===== src/hdl/edac_ctrl_pkg.sv =====
package edac_ctrl_pkg;

  // ------------------------------------------------------------
  // controller register map (byte addresses)
  // ------------------------------------------------------------
  localparam logic [7:0] CTRL_OFFSET = 8'h00;
  localparam logic [7:0] WDATA_OFFSET = 8'h04;
  localparam logic [7:0] STATUS_OFFSET = 8'h08;
  localparam logic [7:0] RDATA_OFFSET = 8'h0C;
  localparam logic [7:0] CHECK_OFFSET = 8'h10;

  // ------------------------------------------------------------
  // field positions
  // ------------------------------------------------------------
  localparam int CTRL_GO_BIT = 0;
  localparam int CTRL_OP_LSB = 1;
  localparam int CTRL_LANE_LSB = 4;
  localparam int CTRL_CHK_LSB = 8;
  localparam int STAT_BUSY_BIT = 0;
  localparam int STAT_SERR_BIT = 1;
  localparam int STAT_MULTI_FAULT_FLAG_N_BIT = 2;
  localparam int STAT_DONE_BIT = 3;

  // ------------------------------------------------------------
  // reset values and timing
  // ------------------------------------------------------------
  localparam logic [31:0] CTRL_RESET = 32'h0000_0000;
  localparam int CLK_PERIOD_NS = 5;
  localparam int SETUP_NS = 5;
  localparam int HOLD_NS = 10;
  localparam int CHECK_GEN_NS = 30;
  localparam int CORRECT_NS = 37;
  localparam int LATCH_AFTER_S0_NS = 30;
  localparam int SETUP_CYC = (SETUP_NS + CLK_PERIOD_NS - 1) / CLK_PERIOD_NS;
  localparam int HOLD_CYC = (HOLD_NS + CLK_PERIOD_NS - 1) / CLK_PERIOD_NS;
  localparam int CHECK_CYC = (CHECK_GEN_NS + CLK_PERIOD_NS - 1) / CLK_PERIOD_NS;
  localparam int CORR_CYC = (CORRECT_NS + CLK_PERIOD_NS - 1) / CLK_PERIOD_NS;
  localparam int LATCH_CYC = (LATCH_AFTER_S0_NS + CLK_PERIOD_NS - 1) / CLK_PERIOD_NS;

  typedef enum logic [1:0] {
    OP_WRITE = 2'h0,
    OP_READ = 2'h1,
    OP_RMW = 2'h2,
    OP_DIAG = 2'h3
  } op_type;

  // pins toward the device
  typedef struct packed {
    logic mode_select_b1;
    logic mode_select_b0;
    logic [3:0] byte_lane_output_enable_n;
    logic data_out_latch_enable;
    logic check_port_output_enable_n;
    logic [31:0] data_out;
    logic [3:0] data_oe;
    logic [6:0] check_out;
    logic check_oe;
  } edac_pins_type;

  typedef struct packed {
    logic [31:0] data_port_bit;
    logic [6:0] check_word_bit;
    logic single_fault_flag_n;
    logic multi_fault_flag_n;
  } edac_sense_type;

endpackage


===== src/hdl/edac_host.sv =====
// Chosen here: the register offsets and the AHB-Lite interface to the registers.
`timescale 1ns/1ps
// Summary of operation
// - write: lanes input, check port driven out
// - release bus before enabling lane drivers
// - byte write: hold latch, raise modified lanes
// - return selects low for fresh check word
module edac_host (
  input wire logic clk,
  input wire logic reset_n,
  input wire logic hsel,
  input wire logic [31:0] haddr,
  input wire logic [1:0] htrans,
  input wire logic hwrite,
  input wire logic [2:0] hsize,
  input wire logic [31:0] hwdata,
  input wire logic hready,
  output logic [31:0] hrdata,
  output logic hreadyout,
  output logic hresp,
  output edac_ctrl_pkg::edac_pins_type pins,
  input wire edac_ctrl_pkg::edac_sense_type sense
);

  // ------------------------------------------------------------
  // state machine
  // ------------------------------------------------------------
  typedef enum logic [9:0] {
    ST_IDLE = 10'h001,
    ST_WR_SET = 10'h002,
    ST_WR_GEN = 10'h004,
    ST_RD_SET = 10'h008,
    ST_RD_HOLD = 10'h010,
    ST_RD_TURN = 10'h020,
    ST_RD_CORR = 10'h040,
    ST_RMW_LAT = 10'h080,
    ST_RMW_GEN = 10'h100,
    ST_DONE = 10'h200
  } state_type;

  state_type state_q;
  logic [7:0] cnt_q;
  logic [31:0] ctrl_q;
  logic [31:0] wdata_q;
  logic [31:0] rdata_q;
  logic [6:0] check_q;
  logic serr_q;
  logic multi_fault_flag_n_q;
  logic done_q;
  logic go_pulse;
  edac_ctrl_pkg::op_type op;
  logic [3:0] lanes;
  logic [6:0] chk_in;
  logic [31:0] ctrl_now;
  edac_ctrl_pkg::edac_sense_type sense_q;
  edac_ctrl_pkg::edac_pins_type pins_q;

  // the go cycle must steer by the new order, ctrl_q only holds it one edge later
  assign ctrl_now = go_pulse ? {hwdata[31:1], 1'b0} : ctrl_q;
  assign op = edac_ctrl_pkg::op_type'(ctrl_now[edac_ctrl_pkg::CTRL_OP_LSB +: 2]);
  assign lanes = ctrl_now[edac_ctrl_pkg::CTRL_LANE_LSB +: 4];
  assign chk_in = ctrl_now[edac_ctrl_pkg::CTRL_CHK_LSB +: 7];
  assign pins = pins_q;

  pin_sync #(
    .WIDTH($bits(edac_ctrl_pkg::edac_sense_type))
  ) sense_sync (
    .clk(clk),
    .reset_n(reset_n),
    .pin_in(sense),
    .pin_q(sense_q)
  );

  // ------------------------------------------------------------
  // ahb-lite slave
  // ------------------------------------------------------------
  logic ap_valid;
  logic dp_write_q;
  logic [7:0] dp_addr_q;

  assign ap_valid = hsel && hready && htrans[1];
  assign hreadyout = 1'b1;
  assign hresp = 1'b0;

  always_ff @(posedge clk) begin
    if (!reset_n) begin
      dp_write_q <= 1'b0;
      dp_addr_q <= 8'h00;
    end else begin
      dp_write_q <= ap_valid && hwrite;
      dp_addr_q <= haddr[7:0];
    end
  end

  assign go_pulse = dp_write_q && (dp_addr_q == edac_ctrl_pkg::CTRL_OFFSET) &&
                    hwdata[edac_ctrl_pkg::CTRL_GO_BIT] && (state_q == ST_IDLE);

  always_ff @(posedge clk) begin
    if (!reset_n) begin
      ctrl_q <= edac_ctrl_pkg::CTRL_RESET;
      wdata_q <= 32'h0000_0000;
    end else if (dp_write_q && state_q == ST_IDLE) begin
      if (dp_addr_q == edac_ctrl_pkg::CTRL_OFFSET) begin
        ctrl_q <= {hwdata[31:1], 1'b0};
      end else if (dp_addr_q == edac_ctrl_pkg::WDATA_OFFSET) begin
        wdata_q <= hwdata;
      end
    end
  end

  always_ff @(posedge clk) begin
    if (!reset_n) begin
      hrdata <= 32'h0000_0000;
    end else if (ap_valid && !hwrite) begin
      if (haddr[7:0] == edac_ctrl_pkg::CTRL_OFFSET) begin
        hrdata <= ctrl_q;
      end else if (haddr[7:0] == edac_ctrl_pkg::WDATA_OFFSET) begin
        hrdata <= wdata_q;
      end else if (haddr[7:0] == edac_ctrl_pkg::STATUS_OFFSET) begin
        hrdata <= {28'h0000000, done_q, multi_fault_flag_n_q, serr_q, state_q != ST_IDLE};
      end else if (haddr[7:0] == edac_ctrl_pkg::RDATA_OFFSET) begin
        hrdata <= rdata_q;
      end else if (haddr[7:0] == edac_ctrl_pkg::CHECK_OFFSET) begin
        hrdata <= {25'h0000000, check_q};
      end else begin
        hrdata <= 32'h0000_0000;
      end
    end
  end

  // ------------------------------------------------------------
  // sequencer
  // ------------------------------------------------------------
  always_ff @(posedge clk) begin
    if (!reset_n) begin
      state_q <= ST_IDLE;
      cnt_q <= 8'h00;
    end else begin
      if (cnt_q != 8'h00) begin
        cnt_q <= cnt_q - 8'h01;
      end
      case (state_q)
        ST_IDLE: begin
          if (go_pulse) begin
            cnt_q <= 8'(edac_ctrl_pkg::SETUP_CYC + 2);
            if (op == edac_ctrl_pkg::OP_WRITE) begin
              state_q <= ST_WR_SET;
            end else begin
              state_q <= ST_RD_SET;
            end
          end
        end
        ST_WR_SET: begin
          state_q <= ST_WR_GEN;
          cnt_q <= 8'(edac_ctrl_pkg::CHECK_CYC + 3);
        end
        ST_WR_GEN, ST_RMW_GEN: begin
          if (cnt_q == 8'h00) begin
            state_q <= ST_DONE;
          end
        end
        ST_RD_SET: begin
          if (cnt_q == 8'h00) begin
            state_q <= ST_RD_HOLD;
            cnt_q <= 8'(edac_ctrl_pkg::HOLD_CYC);
          end
        end
        ST_RD_HOLD: begin
          if (cnt_q == 8'h00) begin
            state_q <= ST_RD_TURN;
          end
        end
        ST_RD_TURN: begin
          state_q <= ST_RD_CORR;
          cnt_q <= 8'(edac_ctrl_pkg::CORR_CYC + edac_ctrl_pkg::LATCH_CYC + 3);
        end
        ST_RD_CORR: begin
          if (cnt_q == 8'h00) begin
            if (op == edac_ctrl_pkg::OP_RMW) begin
              state_q <= ST_RMW_LAT;
              cnt_q <= 8'h02;
            end else begin
              state_q <= ST_DONE;
            end
          end
        end
        ST_RMW_LAT: begin
          if (cnt_q == 8'h00) begin
            state_q <= ST_RMW_GEN;
            cnt_q <= 8'(edac_ctrl_pkg::CHECK_CYC + 3);
          end
        end
        ST_DONE: begin
          state_q <= ST_IDLE;
        end
        default: begin
          state_q <= ST_IDLE;
        end
      endcase
    end
  end

  // ------------------------------------------------------------
  // pin drive
  // ------------------------------------------------------------
  always_ff @(posedge clk) begin
    if (!reset_n) begin
      pins_q <= '0;
      pins_q.byte_lane_output_enable_n <= 4'hF;
      pins_q.check_port_output_enable_n <= 1'b1;
    end else begin
      case (state_q)
        ST_IDLE: begin
          pins_q.data_oe <= 4'h0;
          pins_q.check_oe <= 1'b0;
          pins_q.data_out_latch_enable <= 1'b0;
          pins_q.byte_lane_output_enable_n <= 4'hF;
          pins_q.check_port_output_enable_n <= 1'b1;
          if (go_pulse) begin
            pins_q.mode_select_b1 <= (op != edac_ctrl_pkg::OP_WRITE);
            pins_q.mode_select_b0 <= 1'b0;
            pins_q.data_out <= wdata_q;
            pins_q.data_oe <= 4'hF;
            pins_q.check_out <= chk_in;
            pins_q.check_oe <= (op != edac_ctrl_pkg::OP_WRITE);
            pins_q.check_port_output_enable_n <= (op != edac_ctrl_pkg::OP_WRITE);
          end
        end
        ST_RD_SET: begin
          if (cnt_q == 8'h00) begin
            pins_q.mode_select_b0 <= 1'b1;
            pins_q.mode_select_b1 <= (op != edac_ctrl_pkg::OP_DIAG);
          end
        end
        ST_RD_HOLD: begin
          if (cnt_q == 8'h00) begin
            pins_q.data_oe <= 4'h0;
            pins_q.check_oe <= 1'b0;
          end
        end
        ST_RD_TURN: begin
          pins_q.byte_lane_output_enable_n <= 4'h0;
          if (op != edac_ctrl_pkg::OP_DIAG) begin
            pins_q.check_port_output_enable_n <= 1'b0;
          end
        end
        ST_RD_CORR: begin
          if (cnt_q == 8'h00 && op == edac_ctrl_pkg::OP_RMW) begin
            pins_q.data_out_latch_enable <= 1'b1;
            pins_q.check_port_output_enable_n <= 1'b1;
          end
        end
        ST_RMW_LAT: begin
          if (cnt_q == 8'h00) begin
            pins_q.byte_lane_output_enable_n <= lanes;
            pins_q.data_out <= wdata_q;
            pins_q.data_oe <= lanes;
            pins_q.mode_select_b0 <= 1'b0;
            pins_q.mode_select_b1 <= 1'b0;
            pins_q.check_port_output_enable_n <= 1'b0;
          end
        end
        ST_DONE: begin
          pins_q.mode_select_b0 <= 1'b0;
          pins_q.mode_select_b1 <= 1'b0;
        end
        default: begin
          pins_q.data_oe <= pins_q.data_oe;
        end
      endcase
    end
  end

  // ------------------------------------------------------------
  // result capture
  // ------------------------------------------------------------
  always_ff @(posedge clk) begin
    if (!reset_n) begin
      rdata_q <= 32'h0000_0000;
      check_q <= 7'h00;
      serr_q <= 1'b0;
      multi_fault_flag_n_q <= 1'b0;
      done_q <= 1'b0;
    end else begin
      if (go_pulse) begin
        done_q <= 1'b0;
      end else if (state_q == ST_DONE) begin
        done_q <= 1'b1;
      end
      if ((state_q == ST_RD_HOLD) && (cnt_q == 8'h00)) begin
        serr_q <= !sense_q.single_fault_flag_n;
        multi_fault_flag_n_q <= !sense_q.multi_fault_flag_n;
      end
      if ((state_q == ST_RD_CORR) && (cnt_q == 8'h00)) begin
        rdata_q <= sense_q.data_port_bit;
        check_q <= sense_q.check_word_bit;
      end
      if ((state_q == ST_WR_GEN || state_q == ST_RMW_GEN) && cnt_q == 8'h00) begin
        check_q <= sense_q.check_word_bit;
      end
    end
  end

endmodule


===== src/hdl/pin_sync.sv =====
`timescale 1ns/1ps
module pin_sync #(
  parameter int WIDTH = 41
) (
  input wire logic clk,
  input wire logic reset_n,
  input wire logic [WIDTH-1:0] pin_in,
  output logic [WIDTH-1:0] pin_q
);
  logic [WIDTH-1:0] s1_q;
  logic [WIDTH-1:0] s2_q;
  logic [WIDTH-1:0] s3_q;

  if (WIDTH < 1) begin : g_width_check
    $error("pin_sync width must be positive");
  end

  // three stages; a change counts once stages two and three agree
  always_ff @(posedge clk) begin
    if (!reset_n) begin
      s1_q <= '0;
      s2_q <= '0;
      s3_q <= '0;
      pin_q <= '0;
    end else begin
      s1_q <= pin_in;
      s2_q <= s1_q;
      s3_q <= s2_q;
      for (int i = 0; i < WIDTH; i++) begin
        if (s2_q[i] == s3_q[i]) begin
          pin_q[i] <= s3_q[i];
        end
      end
    end
  end
endmodule


===== config.mk =====
export PLATFORM = sky130hd
export DESIGN_NAME = edac_host
export DESIGN_NICKNAME = d
export VERILOG_FILES = /design/src/hdl/edac_ctrl_pkg.sv /design/src/hdl/edac_host.sv /design/src/hdl/pin_sync.sv
export SDC_FILE = /design/constraint.sdc
export NUM_CORES = 1
export LEC_CHECK = 0
export BUFFER_PORTS_ARGS = -buffer_cell sky130_fd_sc_hd__buf_2
export CAP_MARGIN = 5
export CORE_UTILIZATION = 35
export CTS_CLUSTER_SIZE = 20
export DETAILED_ROUTE_END_ITERATION = 10
export MAX_ROUTING_LAYER = met4
export SETUP_SLACK_MARGIN = 0.15
export SYNTH_ARGS = -nofsm -noshare
export SYNTH_HDL_FRONTEND = slang
export SYNTH_SLANG_ARGS = --single-unit

===== constraint.sdc =====
create_clock -name clk -period 3.07 [get_ports clk]
set_input_delay 0.1535 -clock clk [delete_from_list [all_inputs] [get_ports clk]]
set_output_delay 0.1535 -clock clk [all_outputs]
set_load 0.03 [all_outputs]

==> impl_metrics.json, run 1 <==
{
  "final_cell_mix": "380 x dfxtp_1, 331 x nand2_1, 208 x a21oi_1",
  "grt_pass1_vias": 10788,
  "cp_top_family": "simple AND/OR/NAND/NOR gates",
  "worstMarginPinSlew_ns": 0.911,
  "ys_async_sr_fraction_pct": 0,
  "cts_buffer_depth": 3,
  "cp.arrival_ns": 3.16,
  "finalInstanceArea_sq_um": 17000,
  "num_rows": 71,
  "dieArea_sq_um": 39300,
  "powerDensity_nw_per_um2": 646,
  "grt_max_degree": 102,
  "place_hpwl_mm": 23.2,
  "hold_path.class": "in -> reg",
  "postCtsResizedCells": 0,
  "drt-met1-wl_mm": 17.8,
  "vias_per_cell": 4.96,
  "final_layout_size_suffix_gt1_share_pct": 15.9,
  "tns_ns": 0,
  "status": "completed",
  "clock_latency_ns": 0.54,
  "met2WireLength_mm": 16.3,
  "wl_mm": 37.2,
  "cts_root_buffer": "clkbuf_16",
  "drc": 0,
  "slowest_stage": "dlygate4sd3_1",
  "cts_made_buffers": 41,
  "area_growth_pct": 26.0,
  "setup_viol": 0,
  "multi_input_area_sq_um": 5420,
  "worstPathRequired_ns": 3.55,
  "track_usage_pct": 19.6,
  "path_class": "reg -> reg",
  "antenna_found_initial": 2,
  "drtPass1Iterations": 7,
  "grt_pass1_wl_mm": 58.7,
  "clk_pin_slew_ns": 0.06,
  "report.power.total_mw": 11.0,
  "top_layer_used": "met4",
  "leakage_nw": 6.52,
  "critPathMaxStageDelay_ns": 0.59,
  "core-area_sq_um": 37800,
  "crit_buf_inv": 1,
  "finalMaxSlewViolations": 0,
  "synth_edf_count": 0,
  "die_h_um": 198,
  "maxCapViolCount": 0,
  "path_cells": "nor4_2 > nand3_1 > nand2b_1 > nor4_1 > dlygate4sd3_1",
  "syn_inst": 1508,
  "drt-initial-drc-count": 862,
  "portBuffers": 170,
  "ios": 201,
  "crit_fanout": 13,
  "htreeDepth": 2,
  "seqCellArea_sq_um": 7610,
  "nFillCells": 3691,
  "max_freq_mhz": 373,
  "hold_ws_ns": 0.201,
  "critPathCaptureType": "flop",
  "finClkSkew_ns": 0.0207,
  "fin_crit_sh_pct": 87.3,
  "layout.nets": 1844,
  "grt_setup_unrepaired": "false",
  "vdd_drop_max_mv": 0.376,
  "final_common_cell": "dfxtp_1",
  "synth.cell_area_sq_um": 13500,
  "gp_congestion": 0.868,
  "start_util_pct": 35.7,
  "placed_area_sq_um": 14800,
  "wl_met3_mm": 2.11,
  "syn-mean-instance-area_sq_um": 8.94,
  "cts_setup_buffers": 0,
  "cts.sinks": 380,
  "yosysWarnings": 0,
  "cts_tree": "done",
  "start_kind": "flop",
  "ys_seq_elements": 380,
  "drt-wirelength-per-cell_um": 16.4,
  "synth_flop_cell": "dfxtp_1",
  "vias": 11249,
  "slew_headroom_pct": 38.9,
  "layout_min_cycle_time_ns": 2.68,
  "syn_nets": 1626,
  "hold_viol_final": 0,
  "fp.dieW_um": 198,
  "overflow": 0,
  "drtAntennaViolNets": 0,
  "ys_seq_area_share_pct": 56.4,
  "synthDistinctLibCells": 68
}
## area by class of cell
class                           instances  share of cell area (%)
Multi-Input combinational cell       1012                    31.9
Timing Repair Buffer                  280                    11.3
Tap cell                              511                    3.76
Clock buffer                           57                    7.00
Sequential cell                       380                    44.8
Antenna cell                            4                  0.0589
Clock inverter                         13                   0.928
Inverter                               11                   0.273
## power by group
group | leakage [nW] | switching, mW | internal (mW) | total [mW]
registers | 3.09 | 0.0925 | 5.07 | 5.16
clock network | 0.655 | 1.96 | 2.96 | 4.91
logic | 2.77 | 0.508 | 0.384 | 0.892
total | 6.52 | 2.56 | 8.41 | 11.0
## registers in the layout, summed over array words and instances, names as in the netlist, 7 cells and up
name and flops:
check_q 7, cnt_q 8, ctrl_q 31, dp_addr_q 8
hrdata 32, pins 52, rdata_q 32, sense_sync.pin_q 41
sense_sync.s1_q 41, sense_sync.s2_q 41, sense_sync.s3_q 41, state_q 10
wdata_q 32
## path summary, 6_finish.rpt
kind	from	to	slack [ns]	cells past startpoint
min reg2reg	sense_sync.s1_q[32]	sense_sync.s2_q[32]	0.43	1
max	state_q[6]	state_q[1]	0.39	5
max reg2reg	state_q[6]	state_q[1]	0.39	5
min	reset_n	state_q[0]	0.20	3
## synthesized netlist by cell type (all sizes together) (2+ instances only)
| master | instances | area (sq um) |
|---|---|---|
| or3 | 7 | 43.8 |
| a22oi | 4 | 30.0 |
| buf | 31 | 160 |
| o21ai | 72 | 364 |
| nand3b | 2 | 15.0 |
| o2111ai | 4 | 35.0 |
| nor2 | 60 | 228 |
| nand2 | 331 | 1240 |
| nor2b | 4 | 25.0 |
| a221oi | 29 | 254 |
| nor4 | 9 | 77.6 |
| o31ai | 2 | 15.0 |
| and2 | 132 | 826 |
| a22o | 3 | 26.3 |
| a211oi | 2 | 15.0 |
| o22ai | 2 | 18.8 |
| a31oi | 2 | 12.5 |
| and4 | 2 | 17.5 |
| conb | 2 | 7.51 |
| nand3 | 10 | 50.1 |
| or4b | 2 | 20.0 |
| or2 | 3 | 18.8 |
| and4b | 2 | 20.0 |
| nor4b | 2 | 23.8 |
| clkbuf | 74 | 278 |
| o221ai | 30 | 263 |
| a21oi | 208 | 1040 |
| ha | 3 | 37.5 |
| nand2b | 9 | 56.3 |
| mux2i | 10 | 100 |
| nand4b | 2 | 17.5 |
| nor3 | 15 | 85.1 |
| nand4 | 3 | 18.8 |
| xnor2 | 7 | 61.3 |
| and3 | 5 | 31.3 |
| xor2 | 4 | 35.0 |
| a21o | 7 | 52.6 |
| o211ai | 2 | 15.0 |
| inv | 11 | 41.3 |
| dfxtp | 380 | 7610 |
| or4 | 6 | 56.3 |
## through the flow
stage	instances	setup slack [ns]	util [%]
CTS	2264	0.406	45.0
global route	2266	0.156	45.0
global placement	2110	0.510	39.2
detailed placement	2110	0.456	39.2
floorplan	1508	0.781	-
finish	2268	0.389	45.0
## worst reg2reg max path: stages (launching register included)
cell and delay (ns):
dfxtp_1 0.45, nor4_2 0.44, nand3_1 0.37, nand2b_1 0.49, nor4_1 0.28, dlygate4sd3_1 0.59
## kinds of logic after synthesis
| logic type | synth area share [%] |
|---|---|
| compound gates | 16.7 |
| other cells | 0.0557 |
| mux | 0.742 |
| flops | 56.4 |
| buf+inv | 3.55 |
| simple gates | 21.5 |
| xor+xnor | 0.714 |
| fa+ha+maj | 0.278 |
## metal layers
layer | vias to the layer above | track usage (%)
li1 | 5582 | -
met1 | 5248 | 27.0
met2 | 342 | 29.0
met3 | 77 | 2.90
met4 | 0 | 7.29
met5 | - | -
## what timing repair did
action	in CTS	in global routing
hold buffers	84	0
endpoints found under the setup margin	0	0
endpoints found under the hold margin	121	0
Note: power is estimated with default switching activity, not from simulation.
==> run 2: changes to the inputs <==
- RECOVER_POWER: unset -> 50
==> impl_metrics.json, run 2 (same netlist as run 1, synthesis figures left out) <==
{
  "cp.arrival_ns": 3.17,
  "fin_crit_sh_pct": 88.1,
  "ios": 201,
  "worstMarginPinSlew_ns": 2.33,
  "htreeDepth": 2,
  "r2r_cells": 5,
  "postCtsResizedCells": 0,
  "start_util_pct": 35.7,
  "clk_pin_slew_ns": 0.06,
  "setup_viol": 0,
  "rrSetupSlack_ns": 0.36,
  "worstPathRequired_ns": 3.54,
  "wl_mm": 37.2,
  "cts_tree": "done",
  "start_kind": "flop",
  "gp_congestion": 0.868,
  "grt_pass1_vias": 10788,
  "hold_end": "hrdata[0]",
  "status": "finished, violations left",
  "drc": 0,
  "critPathCaptureType": "flop",
  "layout.nets": 1844,
  "slew_headroom_pct": -55.1,
  "die_h_um": 198,
  "powerDensity_nw_per_um2": 649,
  "final_common_cell": "dfxtp_1",
  "holdPathStages": 5,
  "worst_slack_ns": 0.365,
  "slowest_stage": "nor2_2",
  "leakage_nw": 6.20,
  "drt-wirelength-per-cell_um": 16.4,
  "dieArea_sq_um": 39300,
  "fp.dieW_um": 198,
  "cts_buffer_depth": 3,
  "drtPass1Iterations": 8,
  "num_rows": 71,
  "antenna_found_initial": 2,
  "largest_reg_flops": 52,
  "clock_latency_ns": 0.54,
  "cts_hold_buffers": 84,
  "place_hpwl_mm": 23.2,
  "vdd_drop_max_mv": 0.376,
  "cts.sinks": 380,
  "final_cell_mix": "380 x dfxtp_1, 331 x nand2_1, 208 x a21oi_1",
  "drt-initial-drc-count": 939,
  "portBuffers": 170,
  "final_layout_size_suffix_gt1_share_pct": 12.3,
  "violations": "max-capacitance violations, max-slew violations",
  "track_usage_pct": 19.6,
  "hp-start": "hready",
  "rr_startpoint": "state_q[6]",
  "cts_setup_buffers": 0,
  "area_growth_pct": 25.2,
  "grt_setup_unrepaired": "false",
  "overflow": 0,
  "cts_root_buffer": "clkbuf_16",
  "cts_made_buffers": 41,
  "max_freq_mhz": 370,
  "core-area_sq_um": 37800,
  "r2r_end": "cnt_q[3]",
  "final_core_util_pct": 44.7,
  "crit_fanout": 13,
  "stdcell_count": 2268,
  "path_cells": "nor4_2 > nand3_1 > nor2_2 > o211ai_1 > o21ai_1",
  "critPathMaxStageDelay_ns": 0.58,
  "hold_viol_final": 0,
  "tns_ns": 0,
  "drtAntennaViolNets": 0,
  "post-place-cells": 2110,
  "layout_min_cycle_time_ns": 2.71,
  "finClkSkew_ns": 0.0208,
  "finalMaxSlewViolations": 150,
  "maxCapViolCount": 3,
  "grt_pass1_wl_mm": 58.7,
  "vias": 11271,
  "vias_per_cell": 4.97,
  "hold_path.class": "in -> reg",
  "grt_max_degree": 102,
  "path_class": "reg -> reg",
  "pre_cts_ws_ns": 0.456
}
run 2: cell types whose count changed in the layout (fill, tap and decap cells not counted), sizes merged:
cell	before	now
clkbuf	57	122
buf	196	131
run 2: routing by layer:
metal	vias up	GRT usage, %	routed length, um
li1	5578	-	-
met1	5257	27.0	17600
met2	363	29.0	16300
met3	73	2.90	2360
met4	0	7.29	944
met5	-	-	0
run 2: area by class of cell:
class                           instances  area, sq um
Timing Repair Buffer                  280         1810
Fill cell                            3729        20900
Tap cell                              511          639
Inverter                               11         46.3
Multi-Input combinational cell       1012         5420
Antenna cell                            4         10.0
Sequential cell                       380         7610
Clock inverter                         13          158
Clock buffer                           57         1190
run 2: worst max-delay path by stage:
stage / start / to / slack [ns] / depth (start not counted)
2_1_floorplan: cnt_q[3] / cnt_q[0] / 0.78 / 9
3_3_place_gp: state_q[6] / cnt_q[3] / 0.51 / 5
3_5_place_dp: state_q[6] / cnt_q[3] / 0.46 / 5
4_1_cts: state_q[6] / state_q[1] / 0.41 / 5
5_1_grt: state_q[6] / cnt_q[3] / 0.13 / 5
6_report: state_q[6] / cnt_q[3] / 0.36 / 5
run 2: through the flow:
stage	power, mW	hold slack, ns	cell area [sq um]
final	11.0	0.260	16900
after global routing	11.4	0.314	16900
after CTS	11.1	0.179	17000
after detailed placement	6.07	0.363	14800
after global placement	6.06	0.360	14800
after floorplan	5.82	0.232	13500
run 2: critical path: cells and delay by family (launching register included):
kind               cells  cell delay (ns)
and+or+nand+nor        3             1.60
DFF                    1             0.45
AOI/OAI and AO/OA      2             0.57
run 2: report_power, final:
part | internal, mW | switching (mW) | total [mW]
clock | 2.96 | 1.96 | 4.91
combinational | 0.375 | 0.510 | 0.885
sequential | 5.07 | 0.0927 | 5.16
total | 8.40 | 2.56 | 11.0
